### src/hw/plg_pkg.sv
package plg_pkg;

	// Register indexes; the byte address is four times the index.
	localparam logic [9:0] IDX_CABLE_DIAG    = 10'h18A;
	localparam logic [9:0] IDX_SIGNAL_QUAL   = 10'h218;
	localparam logic [9:0] IDX_IO_PIN        = 10'h302;
	localparam logic [9:0] IDX_PIN0          = 10'h303;
	localparam logic [9:0] IDX_PIN1          = 10'h304;
	localparam logic [9:0] IDX_PIN2          = 10'h305;
	localparam logic [9:0] IDX_EVENT_STATUS  = 10'h310;
	localparam logic [9:0] IDX_EVENT_MASK    = 10'h311;

	// Field positions.
	localparam int IO_IMPEDANCE_LSB  = 14;
	localparam int IO_SPARE13_BIT    = 13;
	localparam int IO_SPARE12_LSB    = 9;
	localparam int IO_RMII_BIT       = 8;
	localparam int IO_SPARE7_BIT     = 7;
	localparam int IO_CLKOUT_OFF_BIT = 6;
	localparam int PIN_FUNC_LSB      = 0;
	localparam int PIN_CLK_LSB       = 3;
	localparam int DIAG_POLARITY_BIT = 11;
	localparam int DIAG_CROSS_BIT    = 5;

	// Reset values.
	localparam logic [1:0] IMPEDANCE_RESET   = 2'h0;
	localparam logic [3:0] SPARE12_RESET     = 4'h0;
	localparam logic       SPARE_BIT_RESET   = 1'b0;
	localparam logic       CLKOUT_OFF_RESET  = 1'b0;
	localparam logic [2:0] PIN_CLK_RESET     = 3'h1;
	localparam logic [2:0] PIN_FUNC_RESET    = 3'h0;
	localparam logic [2:0] PIN1_ENH_RESET    = 3'h6;
	localparam logic [15:0] QUAL_RESET       = 16'h0000;

	// Pin function codes.
	localparam logic [2:0] FUNC_STATUS = 3'h0;
	localparam logic [2:0] FUNC_CLOCK  = 3'h1;
	localparam logic [2:0] FUNC_WAKE   = 3'h2;
	localparam logic [2:0] FUNC_3      = 3'h3;
	localparam logic [2:0] FUNC_IRQ    = 3'h4;
	localparam logic [2:0] FUNC_5      = 3'h5;
	localparam logic [2:0] FUNC_6      = 3'h6;
	localparam logic [2:0] FUNC_HIGH   = 3'h7;

	// Internal clock choices.
	localparam logic [2:0] CLK_PLL       = 3'h5;
	localparam logic [2:0] CLK_RECOVERED = 3'h6;

	// Event bits of the status and mask registers.
	localparam int EVENT_W       = 3;
	localparam int EV_CROSS      = 0;
	localparam int EV_DIAG_DONE  = 1;
	localparam int EV_RMII_HW    = 2;

	// Signals that may be routed onto a status pin.
	typedef struct packed {
		logic wake_on_lan;
		logic interrupt_req;
		logic collision;
		logic transmit_error;
		logic pll_clock;
		logic recovered_clock;
		logic ref_clock_25m;
	} plg_sources_type;

	// One cable diagnosis result.
	typedef struct packed {
		logic valid;
		logic peak_polarity;
		logic cross_short;
	} plg_diag_type;

endpackage

### src/hw/plg_pin_drive.sv
`timescale 1ns/10ps
`default_nettype none
module plg_pin_drive import plg_pkg::*; #(
	parameter int PIN = 0
) (
	input  wire logic            clk_i,
	input  wire logic            rst_i,
	input  wire logic [2:0]      func_i,
	input  wire logic [2:0]      clk_choice_i,
	input  wire logic            status_ind_i,
	input  wire logic            force_ref_i,
	input  wire plg_sources_type src_i,
	output logic                 pin_o
);

	// Picks one internal clock, or low for a reserved choice.
	function automatic logic pick_clock(input logic [2:0] sel, input plg_sources_type s);
		case (sel)
			CLK_PLL:       return s.pll_clock;
			CLK_RECOVERED: return s.recovered_clock;
			default:       return 1'b0;
		endcase
	endfunction

	logic next_pin; // Value the pin takes at the next edge.

	// Decodes the function code for this pin position.
	always_comb begin
		case (func_i)
			FUNC_STATUS: next_pin = status_ind_i;
			FUNC_CLOCK:  next_pin = (PIN != 2) ? pick_clock(clk_choice_i, src_i) : 1'b0;
			FUNC_WAKE:   next_pin = src_i.wake_on_lan;
			FUNC_3:      next_pin = (PIN == 2) ? src_i.collision : 1'b0;
			FUNC_IRQ:    next_pin = src_i.interrupt_req;
			FUNC_5:      next_pin = (PIN == 1) ? src_i.transmit_error : (PIN == 2) ? src_i.collision : 1'b0;
			FUNC_6:      next_pin = (PIN == 1) ? src_i.ref_clock_25m : (PIN == 2) ? src_i.collision : 1'b0;
			FUNC_HIGH:   next_pin = (PIN != 1);
			default:     next_pin = 1'b0;
		endcase
		if (force_ref_i) begin
			next_pin = src_i.ref_clock_25m;
		end
	end

	// Registers the pin so the output comes straight from a flop.
	always_ff @(posedge clk_i or posedge rst_i) begin
		if (rst_i) begin
			pin_o <= 1'b0;
		end else begin
			pin_o <= next_pin;
		end
	end

endmodule // plg_pin_drive
`default_nettype wire

### src/hw/plg_event_flags.sv
`timescale 1ns/10ps
`default_nettype none
module plg_event_flags import plg_pkg::*; (
	input  wire logic               clk_i,
	input  wire logic               rst_i,
	input  wire logic [EVENT_W-1:0] event_i,
	input  wire logic               read_clear_i,
	input  wire logic               mask_we_i,
	input  wire logic [EVENT_W-1:0] mask_data_i,
	output logic [EVENT_W-1:0]      status_o,
	output logic [EVENT_W-1:0]      mask_o,
	output logic                    irq_o
);

	// Sticky flags; an event in the clearing cycle is kept.
	always_ff @(posedge clk_i or posedge rst_i) begin
		if (rst_i) begin
			status_o <= '0;
		end else if (read_clear_i) begin
			status_o <= event_i;
		end else begin
			status_o <= status_o | event_i;
		end
	end

	// Mask register, one enable per flag.
	always_ff @(posedge clk_i or posedge rst_i) begin
		if (rst_i) begin
			mask_o <= '0;
		end else if (mask_we_i) begin
			mask_o <= mask_data_i;
		end
	end

	// Level interrupt, high while an enabled flag is set.
	always_ff @(posedge clk_i or posedge rst_i) begin
		if (rst_i) begin
			irq_o <= 1'b0;
		end else begin
			irq_o <= |(status_o & mask_o);
		end
	end

endmodule // plg_event_flags
`default_nettype wire

### src/hw/plg_pin_config.sv
`timescale 1ns/10ps
`default_nettype none
module plg_pin_config import plg_pkg::*; (
	input  wire logic            clk_i,
	input  wire logic            rst_i,
	// Avalon-MM slave, byte addressed, 32-bit data.
	input  wire logic [11:0]     avs_address,
	input  wire logic            avs_read,
	input  wire logic            avs_write,
	input  wire logic [31:0]     avs_writedata,
	input  wire logic [3:0]      avs_byteenable,
	output logic [31:0]          avs_readdata,
	output logic                 avs_waitrequest,
	// Straps and mode.
	input  wire logic            enhanced_mode_i,
	input  wire logic            rmii_meaning_strap_i,
	input  wire logic            rmii_mode_i,
	// Hardware update of the receive pin meaning.
	input  wire logic            rmii_meaning_hw_we_i,
	input  wire logic            rmii_meaning_hw_i,
	// Receive status sources for the RMII pin.
	input  wire logic            carrier_sense_dv_i,
	input  wire logic            receive_valid_i,
	// Pin sources.
	input  wire logic [2:0]      status_ind_i,
	input  wire plg_sources_type src_i,
	// Cable diagnosis and signal quality results.
	input  wire plg_diag_type    diag_i,
	input  wire logic            signal_quality_we_i,
	input  wire logic [15:0]     signal_quality_i,
	// Pins and controls.
	output logic                 status_pin0_o,
	output logic                 status_pin1_o,
	output logic                 status_pin2_o,
	output logic                 rmii_receive_pin_o,
	output logic [1:0]           mac_termination_o,
	output logic                 irq_o
);

	// True when a byte address selects the given register index.
	function automatic logic hit(input logic [11:0] addr, input logic [9:0] idx);
		return addr[11:2] == idx;
	endfunction

	// Merges the low two write lanes into a 16-bit register image.
	function automatic logic [15:0] merge(input logic [15:0] old, input logic [31:0] wd,
			input logic [3:0] be);
		logic [15:0] res;
		res = old;
		if (be[0]) begin
			res[7:0] = wd[7:0];
		end
		if (be[1]) begin
			res[15:8] = wd[15:8];
		end
		return res;
	endfunction

	// Bus handshake state.
	logic        accept;        // Request taken at this edge.
	logic        wr_accept;     // Write taken at this edge.
	logic        rd_load;       // Read data loaded at this edge.
	logic [15:0] next_rdata;    // Read mux result.
	logic [15:0] wr_io;         // Merged image for the I/O register.
	logic [15:0] wr_pin1;       // Merged image for pin 1.
	logic [15:0] wr_pin2;       // Merged image for pin 2.
	logic [15:0] wr_pin0;       // Merged image for pin 0.
	logic [15:0] wr_mask;       // Merged image for the mask.

	// Strap load tracking.
	logic        strap_loaded;  // Set once straps have been sampled.

	// I/O configuration fields.
	logic [1:0]  impedance;     // Termination strength.
	logic        spare13;       // Reserved, holds writes.
	logic [3:0]  spare12;       // Reserved, holds writes.
	logic        rmii_receive_pin_meaning; // 0 carrier-sense/valid, 1 receive valid.
	logic        spare7;        // Reserved, holds writes.
	logic        ref_clock_out_disable;    // 1 gives the shared pin to pin 1.

	// Status pin configuration fields.
	logic [2:0]  pin0_function_choice; // Read-only function code.
	logic [2:0]  pin0_clock_choice;    // Internal clock for pin 0.
	logic [2:0]  pin1_function_choice; // Writable function code.
	logic [2:0]  pin1_clock_choice;    // Internal clock for pin 1.
	logic [2:0]  pin2_function_choice; // Writable function code.
	logic [2:0]  pin2_spare;           // Reserved, holds writes.

	// Results.
	logic        peak_polarity;        // First peak polarity.
	logic        cross_short;          // Short between the pair wires.
	logic [15:0] signal_quality_error; // Mean square error.

	// Events.
	logic [EVENT_W-1:0] events;        // One-cycle event pulses.
	logic [EVENT_W-1:0] ev_status;     // Sticky flags.
	logic [EVENT_W-1:0] ev_mask;       // Flag enables.
	logic               ev_read_clear; // Status read data loaded.
	logic               force_ref;     // Shared pin carries the clock.

	// A request is taken at the edge where waitrequest is already low.
	assign accept    = (avs_read | avs_write) & ~avs_waitrequest;
	assign wr_accept = avs_write & ~avs_waitrequest;
	assign rd_load   = avs_read & avs_waitrequest;

	// Write images, byte lanes applied to the current contents.
	assign wr_io   = merge({impedance, spare13, spare12, rmii_receive_pin_meaning,
		spare7, ref_clock_out_disable, 6'h00}, avs_writedata, avs_byteenable);
	assign wr_pin0 = merge({10'h000, pin0_clock_choice, pin0_function_choice},
		avs_writedata, avs_byteenable);
	assign wr_pin1 = merge({10'h000, pin1_clock_choice, pin1_function_choice},
		avs_writedata, avs_byteenable);
	assign wr_pin2 = merge({10'h000, pin2_spare, pin2_function_choice},
		avs_writedata, avs_byteenable);
	assign wr_mask = merge({13'h0000, ev_mask}, avs_writedata, avs_byteenable);

	// Read mux; unmapped addresses read as zero.
	always_comb begin
		next_rdata = 16'h0000;
		if (hit(avs_address, IDX_CABLE_DIAG)) begin
			next_rdata[DIAG_POLARITY_BIT] = peak_polarity;
			next_rdata[DIAG_CROSS_BIT]    = cross_short;
		end else if (hit(avs_address, IDX_SIGNAL_QUAL)) begin
			next_rdata = signal_quality_error;
		end else if (hit(avs_address, IDX_IO_PIN)) begin
			next_rdata = {impedance, spare13, spare12, rmii_receive_pin_meaning,
				spare7, ref_clock_out_disable, 6'h00};
		end else if (hit(avs_address, IDX_PIN0)) begin
			next_rdata = {10'h000, pin0_clock_choice, pin0_function_choice};
		end else if (hit(avs_address, IDX_PIN1)) begin
			next_rdata = {10'h000, pin1_clock_choice, pin1_function_choice};
		end else if (hit(avs_address, IDX_PIN2)) begin
			next_rdata = {10'h000, pin2_spare, pin2_function_choice};
		end else if (hit(avs_address, IDX_EVENT_STATUS)) begin
			next_rdata = {13'h0000, ev_status};
		end else if (hit(avs_address, IDX_EVENT_MASK)) begin
			next_rdata = {13'h0000, ev_mask};
		end
	end

	// Waitrequest drops one cycle after a request appears and rises again
	// at the accepting edge, so every access takes two cycles.
	always_ff @(posedge clk_i or posedge rst_i) begin
		if (rst_i) begin
			avs_waitrequest <= 1'b1;
		end else if (accept) begin
			avs_waitrequest <= 1'b1;
		end else if (avs_read | avs_write) begin
			avs_waitrequest <= 1'b0;
		end
	end

	// Read data is captured while waitrequest is high and then stands.
	always_ff @(posedge clk_i or posedge rst_i) begin
		if (rst_i) begin
			avs_readdata <= 32'h00000000;
		end else if (rd_load) begin
			avs_readdata <= {16'h0000, next_rdata};
		end
	end

	// Straps are sampled at the first edge after reset release.
	always_ff @(posedge clk_i or posedge rst_i) begin
		if (rst_i) begin
			strap_loaded <= 1'b0;
		end else begin
			strap_loaded <= 1'b1;
		end
	end

	// Termination strength, the clock output disable and the reserved writable bits.
	always_ff @(posedge clk_i or posedge rst_i) begin
		if (rst_i) begin
			impedance             <= IMPEDANCE_RESET;
			spare13               <= SPARE_BIT_RESET;
			spare12               <= SPARE12_RESET;
			spare7                <= SPARE_BIT_RESET;
			ref_clock_out_disable <= CLKOUT_OFF_RESET;
		end else if (wr_accept && hit(avs_address, IDX_IO_PIN)) begin
			impedance             <= wr_io[IO_IMPEDANCE_LSB +: 2];
			spare13               <= wr_io[IO_SPARE13_BIT];
			spare12               <= wr_io[IO_SPARE12_LSB +: 4];
			spare7                <= wr_io[IO_SPARE7_BIT];
			ref_clock_out_disable <= wr_io[IO_CLKOUT_OFF_BIT];
		end
	end

	// Receive pin meaning: strap default, then hardware or software.
	// A hardware update wins over a software write in the same cycle.
	always_ff @(posedge clk_i or posedge rst_i) begin
		if (rst_i) begin
			rmii_receive_pin_meaning <= 1'b0;
		end else if (!strap_loaded) begin
			rmii_receive_pin_meaning <= rmii_meaning_strap_i;
		end else if (rmii_meaning_hw_we_i) begin
			rmii_receive_pin_meaning <= rmii_meaning_hw_i;
		end else if (wr_accept && hit(avs_address, IDX_IO_PIN)) begin
			rmii_receive_pin_meaning <= wr_io[IO_RMII_BIT];
		end
	end

	// Pin 0: only the clock choice is writable, the code stays fixed.
	always_ff @(posedge clk_i or posedge rst_i) begin
		if (rst_i) begin
			pin0_clock_choice    <= PIN_CLK_RESET;
			pin0_function_choice <= PIN_FUNC_RESET;
		end else if (wr_accept && hit(avs_address, IDX_PIN0)) begin
			pin0_clock_choice    <= wr_pin0[PIN_CLK_LSB +: 3];
			pin0_function_choice <= pin0_function_choice;
		end
	end

	// Pin 1: the function default depends on the pin mode strap.
	always_ff @(posedge clk_i or posedge rst_i) begin
		if (rst_i) begin
			pin1_clock_choice    <= PIN_CLK_RESET;
			pin1_function_choice <= PIN_FUNC_RESET;
		end else if (!strap_loaded) begin
			pin1_function_choice <= enhanced_mode_i ? PIN1_ENH_RESET : PIN_FUNC_RESET;
		end else if (wr_accept && hit(avs_address, IDX_PIN1)) begin
			pin1_clock_choice    <= wr_pin1[PIN_CLK_LSB +: 3];
			pin1_function_choice <= wr_pin1[PIN_FUNC_LSB +: 3];
		end
	end

	// Pin 2: function code and a reserved field that holds writes.
	always_ff @(posedge clk_i or posedge rst_i) begin
		if (rst_i) begin
			pin2_spare           <= PIN_CLK_RESET;
			pin2_function_choice <= PIN_FUNC_RESET;
		end else if (wr_accept && hit(avs_address, IDX_PIN2)) begin
			pin2_spare           <= wr_pin2[PIN_CLK_LSB +: 3];
			pin2_function_choice <= wr_pin2[PIN_FUNC_LSB +: 3];
		end
	end

	// Diagnosis results are captured when a result is delivered.
	always_ff @(posedge clk_i or posedge rst_i) begin
		if (rst_i) begin
			peak_polarity <= 1'b0;
			cross_short   <= 1'b0;
		end else if (diag_i.valid) begin
			peak_polarity <= diag_i.peak_polarity;
			cross_short   <= diag_i.cross_short;
		end
	end

	// Mean square error follows each new measurement.
	always_ff @(posedge clk_i or posedge rst_i) begin
		if (rst_i) begin
			signal_quality_error <= QUAL_RESET;
		end else if (signal_quality_we_i) begin
			signal_quality_error <= signal_quality_i;
		end
	end

	// Event sources for the interrupt flags.
	always_comb begin
		events               = '0;
		events[EV_CROSS]     = diag_i.valid & diag_i.cross_short;
		events[EV_DIAG_DONE] = diag_i.valid;
		events[EV_RMII_HW]   = rmii_meaning_hw_we_i;
	end

	// Reading the status register clears the flags it returned. The clear falls on the edge
	// that loads the read data, so a flag set between load and acceptance is never lost.
	assign ev_read_clear = rd_load && hit(avs_address, IDX_EVENT_STATUS);

	// Sticky flags, mask and the interrupt line.
	plg_event_flags u_events (
		.clk_i        (clk_i),
		.rst_i        (rst_i),
		.event_i      (events),
		.read_clear_i (ev_read_clear),
		.mask_we_i    (wr_accept && hit(avs_address, IDX_EVENT_MASK)),
		.mask_data_i  (wr_mask[EVENT_W-1:0]),
		.status_o     (ev_status),
		.mask_o       (ev_mask),
		.irq_o        (irq_o)
	);

	// In enhanced mode the shared pin carries the clock unless disabled.
	assign force_ref = enhanced_mode_i & ~ref_clock_out_disable;

	// Status pin 0.
	plg_pin_drive #(.PIN(0)) u_pin0 (
		.clk_i        (clk_i),
		.rst_i        (rst_i),
		.func_i       (pin0_function_choice),
		.clk_choice_i (pin0_clock_choice),
		.status_ind_i (status_ind_i[0]),
		.force_ref_i  (1'b0),
		.src_i        (src_i),
		.pin_o        (status_pin0_o)
	);

	// Status pin 1, shared with the reference clock output.
	plg_pin_drive #(.PIN(1)) u_pin1 (
		.clk_i        (clk_i),
		.rst_i        (rst_i),
		.func_i       (pin1_function_choice),
		.clk_choice_i (pin1_clock_choice),
		.status_ind_i (status_ind_i[1]),
		.force_ref_i  (force_ref),
		.src_i        (src_i),
		.pin_o        (status_pin1_o)
	);

	// Status pin 2.
	plg_pin_drive #(.PIN(2)) u_pin2 (
		.clk_i        (clk_i),
		.rst_i        (rst_i),
		.func_i       (pin2_function_choice),
		.clk_choice_i (3'h0),
		.status_ind_i (status_ind_i[2]),
		.force_ref_i  (1'b0),
		.src_i        (src_i),
		.pin_o        (status_pin2_o)
	);

	// Receive status pin meaning, only in RMII operation.
	always_ff @(posedge clk_i or posedge rst_i) begin
		if (rst_i) begin
			rmii_receive_pin_o <= 1'b0;
		end else if (rmii_mode_i) begin
			rmii_receive_pin_o <= rmii_receive_pin_meaning ? receive_valid_i : carrier_sense_dv_i;
		end else begin
			rmii_receive_pin_o <= carrier_sense_dv_i;
		end
	end

	// Termination control leaves the block through a flop.
	always_ff @(posedge clk_i or posedge rst_i) begin
		if (rst_i) begin
			mac_termination_o <= IMPEDANCE_RESET;
		end else begin
			mac_termination_o <= impedance;
		end
	end

endmodule // plg_pin_config
`default_nettype wire

### config.mk
export PLATFORM = sky130hd
export DESIGN_NAME = plg_pin_config
export DESIGN_NICKNAME = d
export VERILOG_FILES = /design/src/hw/plg_pkg.sv /design/src/hw/plg_pin_drive.sv /design/src/hw/plg_event_flags.sv /design/src/hw/plg_pin_config.sv
export SDC_FILE = /design/constraint.sdc
export NUM_CORES = 1
export LEC_CHECK = 0
export ABC_AREA = 1
export BUFFER_PORTS_ARGS = -buffer_cell sky130_fd_sc_hd__buf_2
export CORE_MARGIN = 2
export CORE_UTILIZATION = 35
export CTS_CLUSTER_SIZE = 14
export DETAILED_ROUTE_END_ITERATION = 6
export RECOVER_POWER = 25
export SYNTH_ARGS = -nofsm -noshare
export SYNTH_HDL_FRONTEND = slang
export SYNTH_SLANG_ARGS = --single-unit
### constraint.sdc
create_clock -name clk_i -period 2 [get_ports clk_i]
set_input_delay 0.2 -clock clk_i [delete_from_list [all_inputs] [get_ports clk_i]]
set_output_delay 0.2 -clock clk_i [all_outputs]
set_load 0.01 [all_outputs]
==> results of run 1 <==
==> report_power, final <==
part | switching (mW) | total [mW] | internal, mW
clock | 0.574 | 1.03 | 0.452
combinational | 0.215 | 0.335 | 0.121
sequential | 0.0257 | 1.58 | 1.55
==> layout make-up <==
cell class | instances | area [um2] | area share (%)
clock buffers | 10 | 128 | 2.87
flip-flops and latches | 74 | 1860 | 41.8
clock inverters | 6 | 42.5 | 0.958
repair buffers | 100 | 520 | 11.7
well taps | 136 | 170 | 3.83
multi-input cells | 302 | 1500 | 33.8
inverters | 58 | 223 | 5.02
==> cell families (layout without fill, tap and decap cells) <==
| family | count (synthesis) | in the layout | synth area share [%] |
|---|---|---|---|
| AND/OR/NAND/NOR | 204 | 204 | 25.2 |
| buffers and inverters | 82 | 174 | 10.5 |
| AO/OA/AOI/OAI | 75 | 75 | 11.9 |
| flip-flops | 74 | 74 | 50.4 |
| multiplexers | 6 | 6 | 1.80 |
| other | 2 | 17 | 0.204 |
==> stage by stage <==
| stage | instances | hold WS (ns) | area [um2] |
|---|---|---|---|
| after floorplan | 458 | 0.231 | 3750 |
| final | 686 | 0.0569 | 4440 |
| after CTS | 686 | 0.0438 | 4450 |
| after global routing | 686 | 0.0543 | 4440 |
| after global placement | 668 | 0.310 | 4260 |
| after detailed placement | 668 | 0.319 | 4260 |
==> flip-flops by register name, indices dropped and copies added, names as in the netlist, 2 cells and up <==
| register | flops |
|---|---|
| pin1_clock_choice | 3 |
| mac_termination_o | 2 |
| u_events.status_o | 3 |
| avs_readdata | 16 |
| pin2_function_choice | 3 |
| signal_quality_error | 16 |
| impedance | 2 |
| spare12 | 4 |
| pin1_function_choice | 3 |
| pin0_clock_choice | 3 |
| pin2_spare | 3 |
| u_events.mask_o | 3 |
==> cell usage after synthesis (all sizes together) <==
library cell  count  area (um2)
buf              20         151
o21bai            1        7.51
nor2             24         118
o21ai            51         282
nor3              7        40.0
o211ai            6        45.0
clkbuf            4        15.0
inv              57         214
nand4             8        65.1
a32oi             1        8.76
o221ai            3        26.3
nand3b            2        15.0
nand2           140         538
o22ai             3        18.8
clkinv            1        5.00
nor4              2        33.8
dfrtp            70        1750
mux2i             1        10.0
a21oi             9        45.0
conb              2        7.51
dfstp             4         105
a21o              1        7.51
nand3            21         120
mux2              5        56.3
==> worst max-delay path by stage <==
stage               cells after the start                        start                        endpoint  slack (ns)
floorplan                               5  avs_waitrequest$_DFFE_PP1P_     avs_readdata[0]$_DFFE_PP0P_        0.63
global placement                        7               avs_address[6]             spare13$_DFFE_PP0P_        0.37
detailed placement                      7               avs_address[6]          spare12[3]$_DFFE_PP0P_        0.31
CTS                                     3  avs_waitrequest$_DFFE_PP1P_  u_events.status_o[0]$_DFF_PP0_        0.50
global route                            3  avs_waitrequest$_DFFE_PP1P_  u_events.status_o[2]$_DFF_PP0_        0.32
finish                                  3  avs_waitrequest$_DFFE_PP1P_  u_events.status_o[0]$_DFF_PP0_        0.52
==> layer usage <==
layer	wire [um]	part of all wire, %	vias up	track usage [%]
met2	4140	45	89	26.9
met5	0	0	-	0
met3	464	5.0	15	3.47
met1	4380	48	1441	24.1
li1	-	-	1598	-
met4	203	2.2	0	6.31
==> critical path: stages (launching register included) <==
cell and delay [ns]:
dfstp_2 0.55, nand2_1 0.25, nor3_1 0.42, o21ai_0 0.14
==> key figures, run 1 <==
Outcome
  • Status: finished, final reports clean

Job
  • Max Cap Viol: 0

STA
  • Final period util: 74.1%
  • Setup violations, final: 0
  • Final slew viol count: 0
  • Setup ws final: 0.518 ns
  • RSZ-0062 raised after global routing: no
  • Max Freq: 675 MHz
  • Fin Clk Skew: 0.00975 ns
  • Final hold viol count: 0
  • Slew @ Worst Pin: 1.19 ns
  • Final worst path period need: 1.48 ns
  • Max-slew headroom: 20.9%
  • Post-route setup TNS: 0 ns

Placement
  • Hpwl dp: 6.99 mm
  • Dpl ws: 0.307 ns
  • Routability cong.: 0.854
  • Port bufs: 92

Critical path
  • Crit Path Category: reg2reg
  • WP data required: 2.22 ns
  • Worst Path Arrival: 1.70 ns
  • FF-to-FF Start: avs_waitrequest$_DFFE_PP1P_
  • Startpoint types: flop
  • Worst R2R End: u_events.status_o[0]$_DFF_PP0_
  • Worst R2R Path Depth: 3
  • Crit. End Element: flop
  • R2R setup slack: 0.52 ns
  • Worst Path Max Fanout: 10

Clock tree
  • Worst-Skew Late Latency: 0.35 ns
  • Clk slew on worst S/H paths: 0.08 ns
  • CTS max path bufs: 2
  • Quantity of gates resized following cts: 0
  • Clk root buf: clkbuf_8
  • Cts hold-fix bufs: 2
  • Post CTS Setup Buffer Count: 0
  • Clk sink count: 74
  • CTS Buf Count: 9
  • CTS HTree Levels: 3
  • CTS tree: built

Power
  • Cell Pwr Density: 662 nW/um2
  • Final Total Pwr: 2.94 mW
  • Pleak: 2.35 nW
  • Worst VDD drop: 0.295 mV

Hold path
  • Hold Crit Depth: 3
  • Worst hold start: signal_quality_i[12]
  • Worst hold path class: in2reg
  • Hold Path Sink: signal_quality_error[12]$_DFFE_PP0P_

Die
  • Starting Density: 35.9%
  • Ports: 129
  • Die area: 11400 um2
  • Core Area: 10300 um2
  • Chip height: 107 um
  • Num rows: 37
  • DIE WIDTH: 107 um

Global route
  • Grt ovf: 0
  • GRT Overall Usage: 17.3%
  • Antenna violations before repair: 0
  • Largest net degree at the start of global routing: 48
  • Vias in the first global route: 3182
  • First-pass GRT wire length: 15.5 mm

Layout
  • Most frequent cells in the layout: nand2_1 (137), buf_2 (90), dfrtp_1 (70)
  • FILL cells: 1063
  • Fin util: 43.2%
  • Layout area overhead: 20.5%
  • Fraction of layout cells with a size suffix above 1: 27.1%
  • Nets: 634
  • Number of antenna diodes: 0
  • Commonest non-fill, non-tap cell in the layout: nand2_1

Logic synthesis
  • Post-synthesis sequential area ratio: 50.4%
  • Cells after Synth: 443
  • Cell area after synthesis: 3690 um2
  • Synth Register Bits: 74
  • Mean Syn Cell Area: 8.32 um2
  • Synth warn: 0
  • Cell variety after synth: 38

Routing
  • Vias: 3143
  • DR pass1 iterations: 6
  • DRC: 0
  • Antenna viol nets, final: 0
  • WL per Instance: 13.4 um
  • Via-to-Cell Ratio: 4.58
  • Initial DRC Count: 186
  • Final wirelength: 9.19 mm
Power figures use the tool's default switching activity.
==> run 2, diff against run 1 <==
==> constraint.sdc (replaced) <==
create_clock -name clk_i -period 1.5 [get_ports clk_i]
set_input_delay 0.15 -clock clk_i [delete_from_list [all_inputs] [get_ports clk_i]]
set_output_delay 0.15 -clock clk_i [all_outputs]
set_load 0.01 [all_outputs]
==> key figures, run 2 (synthesis results as in run 1) <==
STA
  • Max Freq: 738 MHz
  • Fin Clk Skew: 0.00991 ns
  • RSZ-0062 raised after global routing: no
  • Final hold viol count: 0
  • Final slew viol count: 0
  • Worst hold slack: 0.00827 ns
  • Max-slew headroom: 25.7%
  • Slew @ Worst Pin: 1.11 ns
  • Final period util: 90.3%
  • Final worst path period need: 1.35 ns
  • Setup ws final: 0.145 ns
  • Setup violations, final: 0

Die
  • DIE WIDTH: 107 um
  • Chip height: 107 um
  • Starting Density: 35.9%
  • Ports: 129
  • Num rows: 37
  • Die area: 11400 um2
  • Core Area: 10300 um2

Routing
  • Via-to-Cell Ratio: 4.65
  • Initial DRC Count: 184
  • WL per Instance: 13.5 um
  • Vias: 3277
  • Antenna viol nets, final: 0
  • Final wirelength: 9.48 mm
  • DRC: 0
  • DR pass1 iterations: 4

Outcome
  • Status: finished, final reports clean

Critical path
  • WP data required: 1.76 ns
  • Startpoint types: flop
  • Worst Path Arrival: 1.62 ns
  • Crit Path Category: reg2reg
  • Worst Path Max Fanout: 3
  • Crit. End Element: flop

Clock tree
  • CTS tree: built
  • Clk root buf: clkbuf_8
  • Clk slew on worst S/H paths: 0.08 ns
  • Clk sink count: 74
  • CTS HTree Levels: 3
  • Worst-Skew Late Latency: 0.36 ns
  • CTS max path bufs: 2
  • CTS Buf Count: 9

Global route
  • Vias in the first global route: 3196
  • First-pass GRT wire length: 15.6 mm
  • Antenna violations before repair: 0
  • GRT Overall Usage: 17.7%
  • Largest net degree at the start of global routing: 30
  • Grt ovf: 0

Layout
  • Number of antenna diodes: 0
  • FILL cells: 1035
  • Fraction of layout cells with a size suffix above 1: 27.8%
  • Fin util: 45.6%
  • Area of the multi-input gates: 1510 um2
  • Commonest non-fill, non-tap cell in the layout: nand2_1
  • Top flop regs: avs_readdata: 16 flops, signal_quality_error: 16 flops, spare12: 4 flops
  • Finished Layout Cells: 704
  • Layout area overhead: 27.2%
  • Most frequent cells in the layout: nand2_1 (137), buf_2 (91), dfrtp_1 (70)
  • Nets: 652
  • Sequential Area: 1860 um2

Job
  • Max Cap Viol: 0

Placement
  • Port bufs: 92
  • Hpwl dp: 7.13 mm
  • Dpl cells: 674
  • Dpl ws: -0.0817 ns
  • Routability cong.: 0.853

Hold path
  • Worst hold path class: in2reg

Power
  • Pleak: 2.46 nW
  • Cell Pwr Density: 895 nW/um2
  • Worst VDD drop: 0.345 mV
[run 2: cell types whose count changed in the layout (fill, tap and decap cells not counted), sizes merged]
cell         delta
buf             +8
bufinv          +1
clkbuf          -2
clkinvlp        -1
dlygate4sd3    +12
[run 2: report_power, final]
group	internal (mW)	switching [mW]	total, mW
registers	2.07	0.0344	2.10
clock network	0.816	0.784	1.60
logic	0.198	0.296	0.494
total	3.08	1.11	4.20
[run 2: final cells by class]
| type | count | share of cell area (%) |
|---|---|---|
| sequential | 74 | 39.6 |
| multi-input combinational | 302 | 32.3 |
| timing repair buffer | 118 | 15.5 |
| inverter | 58 | 4.70 |
| tap | 136 | 3.63 |
| clock buffer | 10 | 2.93 |
| clock inverter | 6 | 1.39 |
[run 2: metrics by stage]
stage          instance area [um2]  TNS [ns]  total power [mW]
2_1_floorplan                 3750         0              2.41
6_report                      4690         0              4.20
5_1_grt                       4690         0              4.37
4_1_cts                       4680         0              4.24
3_3_place_gp                  4340         0              2.60
3_5_place_dp                  4340    -0.230              2.61
[run 2: final timing paths]
kind                                                       from                              endpoint  slack [ns]  depth (start not counted)
setup / recovery           rmii_receive_pin_meaning$_DFFE_PP0P_          rmii_receive_pin_o$_DFF_PP0_        0.15                          4
setup reg to reg           rmii_receive_pin_meaning$_DFFE_PP0P_          rmii_receive_pin_o$_DFF_PP0_        0.15                          4
max in group asynchronous                                 rst_i      pin1_clock_choice[0]$_DFFE_PP1P_        0.26                          4
min in group asynchronous                                 rst_i  rmii_receive_pin_meaning$_DFFE_PP0P_        0.53                          3
hold / removal                              signal_quality_i[8]   signal_quality_error[8]$_DFFE_PP0P_       0.008                          3
hold reg to reg                        impedance[0]$_DFFE_PP0P_        mac_termination_o[0]$_DFF_PP0_        0.42                          0
[run 2: repair_timing]
| action | CTS | global route |
|---|---|---|
| endpoints found under the hold margin | 31 | 0 |
| resized for setup | 0 | 2 |
| setup buffers | 0 | 0 |
| setup endpoints to repair | 0 | 4 |
| hold buffers | 14 | 0 |
[run 2: critical path, stage by stage, from the launching register on]
cell,delay (ns)
dfrtp_1,0.41
nand2_1,0.08
mux2i_1,0.16
dlygate4sd3_1,0.56
inv_1,0.04
[run 2: layer usage]
metal	share of wire, %	vias to the layer above	track usage [%]
met5	0	-	0
met4	2.3	0	7.98
met3	5.6	15	4.19
met2	45	98	26.6
met1	47	1525	24.3
li1	-	1639	-
==> run 3, diff against run 2 <==
--- a/config.mk
+++ b/config.mk
@@ -8,7 +8,7 @@
 export ABC_AREA = 1
 export BUFFER_PORTS_ARGS = -buffer_cell sky130_fd_sc_hd__buf_2
 export CORE_MARGIN = 2
-export CORE_UTILIZATION = 35
+export CORE_UTILIZATION = 31
 export CTS_CLUSTER_SIZE = 14
 export DETAILED_ROUTE_END_ITERATION = 6
 export RECOVER_POWER = 25
==> constraint.sdc (replaced) <==
create_clock -name clk_i -period 1.17 [get_ports clk_i]
set_input_delay 0.117 -clock clk_i [delete_from_list [all_inputs] [get_ports clk_i]]
set_output_delay 0.117 -clock clk_i [all_outputs]
set_load 0.01 [all_outputs]
==> key figures, run 3 (synthesis results as in run 1) <==
Global route
  • First-pass GRT wire length: 16.6 mm
  • Met1 Use GR: 22.1%
  • Antenna violations before repair: 0
  • Layer with the highest usage: met2
  • GRT Overall Usage: 16.7%
  • Largest net degree at the start of global routing: 75
  • Met3 Use GR: 4.07%
  • Grt ovf: 0
  • Vias in the first global route: 3353
  • GR Util met2: 26.2%

Clock tree
  • Clk sink count: 74
  • CTS tree: built
  • Worst-Skew Late Latency: 0.34 ns
  • CTS max path bufs: 2
  • CTS HTree Levels: 3
  • Clk slew on worst S/H paths: 0.06 ns
  • Clk root buf: clkbuf_16
  • CTS Buf Count: 9

Power
  • Flop pwr share: 43.1%
  • P_int: 4.70 mW
  • Psw: 1.57 mW
  • Cell Pwr Density: 1200 nW/um2
  • Final Total Pwr: 6.28 mW
  • Clock power share: 44.4%
  • Pleak: 2.70 nW
  • Sw frac: 25.0%
  • Logic pwr share: 12.5%
  • Worst VDD drop: 0.728 mV

STA
  • Max Freq: 827 MHz
  • Final period util: 103%
  • Worst hold slack: 0.00767 ns
  • Slew @ Worst Pin: 0.667 ns
  • Post-route setup TNS: -0.245 ns
  • Setup violations, final: 22
  • Max-slew headroom: 55.5%
  • Final worst path period need: 1.21 ns
  • Final slew viol count: 0
  • Setup ws final: -0.0397 ns
  • Final hold viol count: 0
  • Fin Clk Skew: 0.00623 ns
  • RSZ-0062 raised after global routing: yes

Outcome
  • Status: finished with violations
  • Failing checks: DRC, setup timing

Layout
  • Layout area overhead: 41.4%
  • Commonest non-fill, non-tap cell in the layout: nand2_1
  • Fin util: 45.3%
  • Final instance area: 5210 um2
  • Most frequent cells in the layout: nand2_1 (113), buf_2 (88), dfrtp_1 (69)
  • Fraction of layout cells with a size suffix above 1: 37.1%
  • Top flop regs: avs_readdata: 16 flops, signal_quality_error: 16 flops, spare12: 4 flops
  • Number of antenna diodes: 0
  • Nets: 682
  • Finished Layout Cells: 741

Hold path
  • Hold Crit Depth: 3
  • Hold Path Sink: signal_quality_error[6]$_DFFE_PP0P_
  • Worst hold start: signal_quality_i[6]
  • Worst hold path class: in2reg

Die
  • Chip height: 113 um
  • Die area: 12800 um2
  • DIE WIDTH: 113 um
  • Ports: 129
  • Core Area: 11500 um2
  • Starting Density: 32.0%
  • Num rows: 39

Critical path
  • Critical-path cell list: nor2_4, nand2_2, inv_6, nand3_1, nand2_2, o221ai_2
  • WP data required: 1.42 ns
  • Crit-path most repeated cell: nand2_2
  • Crit. End Element: flop
  • Worst Path Max Fanout: 8
  • Startpoint types: flop
  • Worst Path Arrival: 1.46 ns
  • Worst R2R Path Depth: 6
  • FF-to-FF Start: avs_waitrequest$_DFFE_PP1P_
  • Worst R2R End: pin1_function_choice[2]$_DFFE_PP0P_
  • Largest stage delay on the critical path: 0.58 ns
  • Crit Path Category: reg2reg
  • R2R setup slack: -0.04 ns
  • Slowest cell on crit path: dfstp_2

Placement
  • Hpwl dp: 7.41 mm
  • Port bufs: 92
  • Dpl ws: -0.301 ns
  • Dpl cells: 705
  • Dpl cell area: 4510 um2
  • Routability cong.: 0.833

Routing
  • DRC: 10
  • Antenna viol nets, final: 0
  • WL per Instance: 14.0 um
  • Via-to-Cell Ratio: 4.68
  • Vias: 3465
  • Initial DRC Count: 195
  • Final wirelength: 10.4 mm
  • DR pass1 iterations: 6

Job
  • Max Cap Viol: 0
==> run 3: power by group through the flow <==
stage                     logic (mW)  registers (mW)  clock network (mW)
final                          0.782            2.71                2.79
after global routing           0.862            2.71                2.98
after CTS                      0.721            2.70                2.86
after detailed placement       0.643            2.74                   0
after global placement         0.634            2.74                   0
after floorplan                0.348            2.74                   0
==> run 3: critical path: cells and delay by family (launching register included) <==
kind                   cells  cell delay [ns]
buffers and inverters      1             0.07
flip-flops                 1             0.58
AND/OR/NAND/NOR            4             0.32
AO/OA/AOI/OAI              1             0.14
==> run 3: what timing repair did <==
item,CTS,global route
resized for setup,18,42
setup endpoints to repair,40,49
pin swaps,4,19
setup buffers,0,1
hold buffers,16,0
endpoints found under the hold margin,84,0
gates cloned,2,1
==> run 3: final cells by class <==
| type | count | area [um2] |
|---|---|---|
| clock buffer | 10 | 239 |
| clock inverter | 6 | 65.1 |
| fill | 1132 | 6300 |
| inverter | 58 | 233 |
| multi-input combinational | 304 | 1670 |
| sequential | 74 | 1860 |
| tap | 143 | 179 |
| timing repair buffer | 146 | 970 |
==> run 3: worst max-delay path by stage <==
| stage | to | from | slack (ns) |
|---|---|---|---|
| after floorplan | u_events.status_o[0]$_DFF_PP0_ | avs_waitrequest$_DFFE_PP1P_ | -0.07 |
| after global placement | pin0_clock_choice[2]$_DFFE_PP0P_ | avs_address[6] | -0.25 |
| after detailed placement | pin0_clock_choice[2]$_DFFE_PP0P_ | avs_address[6] | -0.30 |
| after CTS | avs_readdata[7]$_DFFE_PP0P_ | avs_waitrequest$_DFFE_PP1P_ | -0.03 |
| after global routing | rmii_receive_pin_meaning$_DFFE_PP0P_ | avs_waitrequest$_DFFE_PP1P_ | -0.09 |
| final | pin1_function_choice[2]$_DFFE_PP0P_ | avs_waitrequest$_DFFE_PP1P_ | -0.04 |
==> run 3: routing by layer <==
metal,vias up,wire (um)
met5,-,0
met4,0,264
met3,18,590
met2,99,4890
met1,1641,4640
li1,1707,-
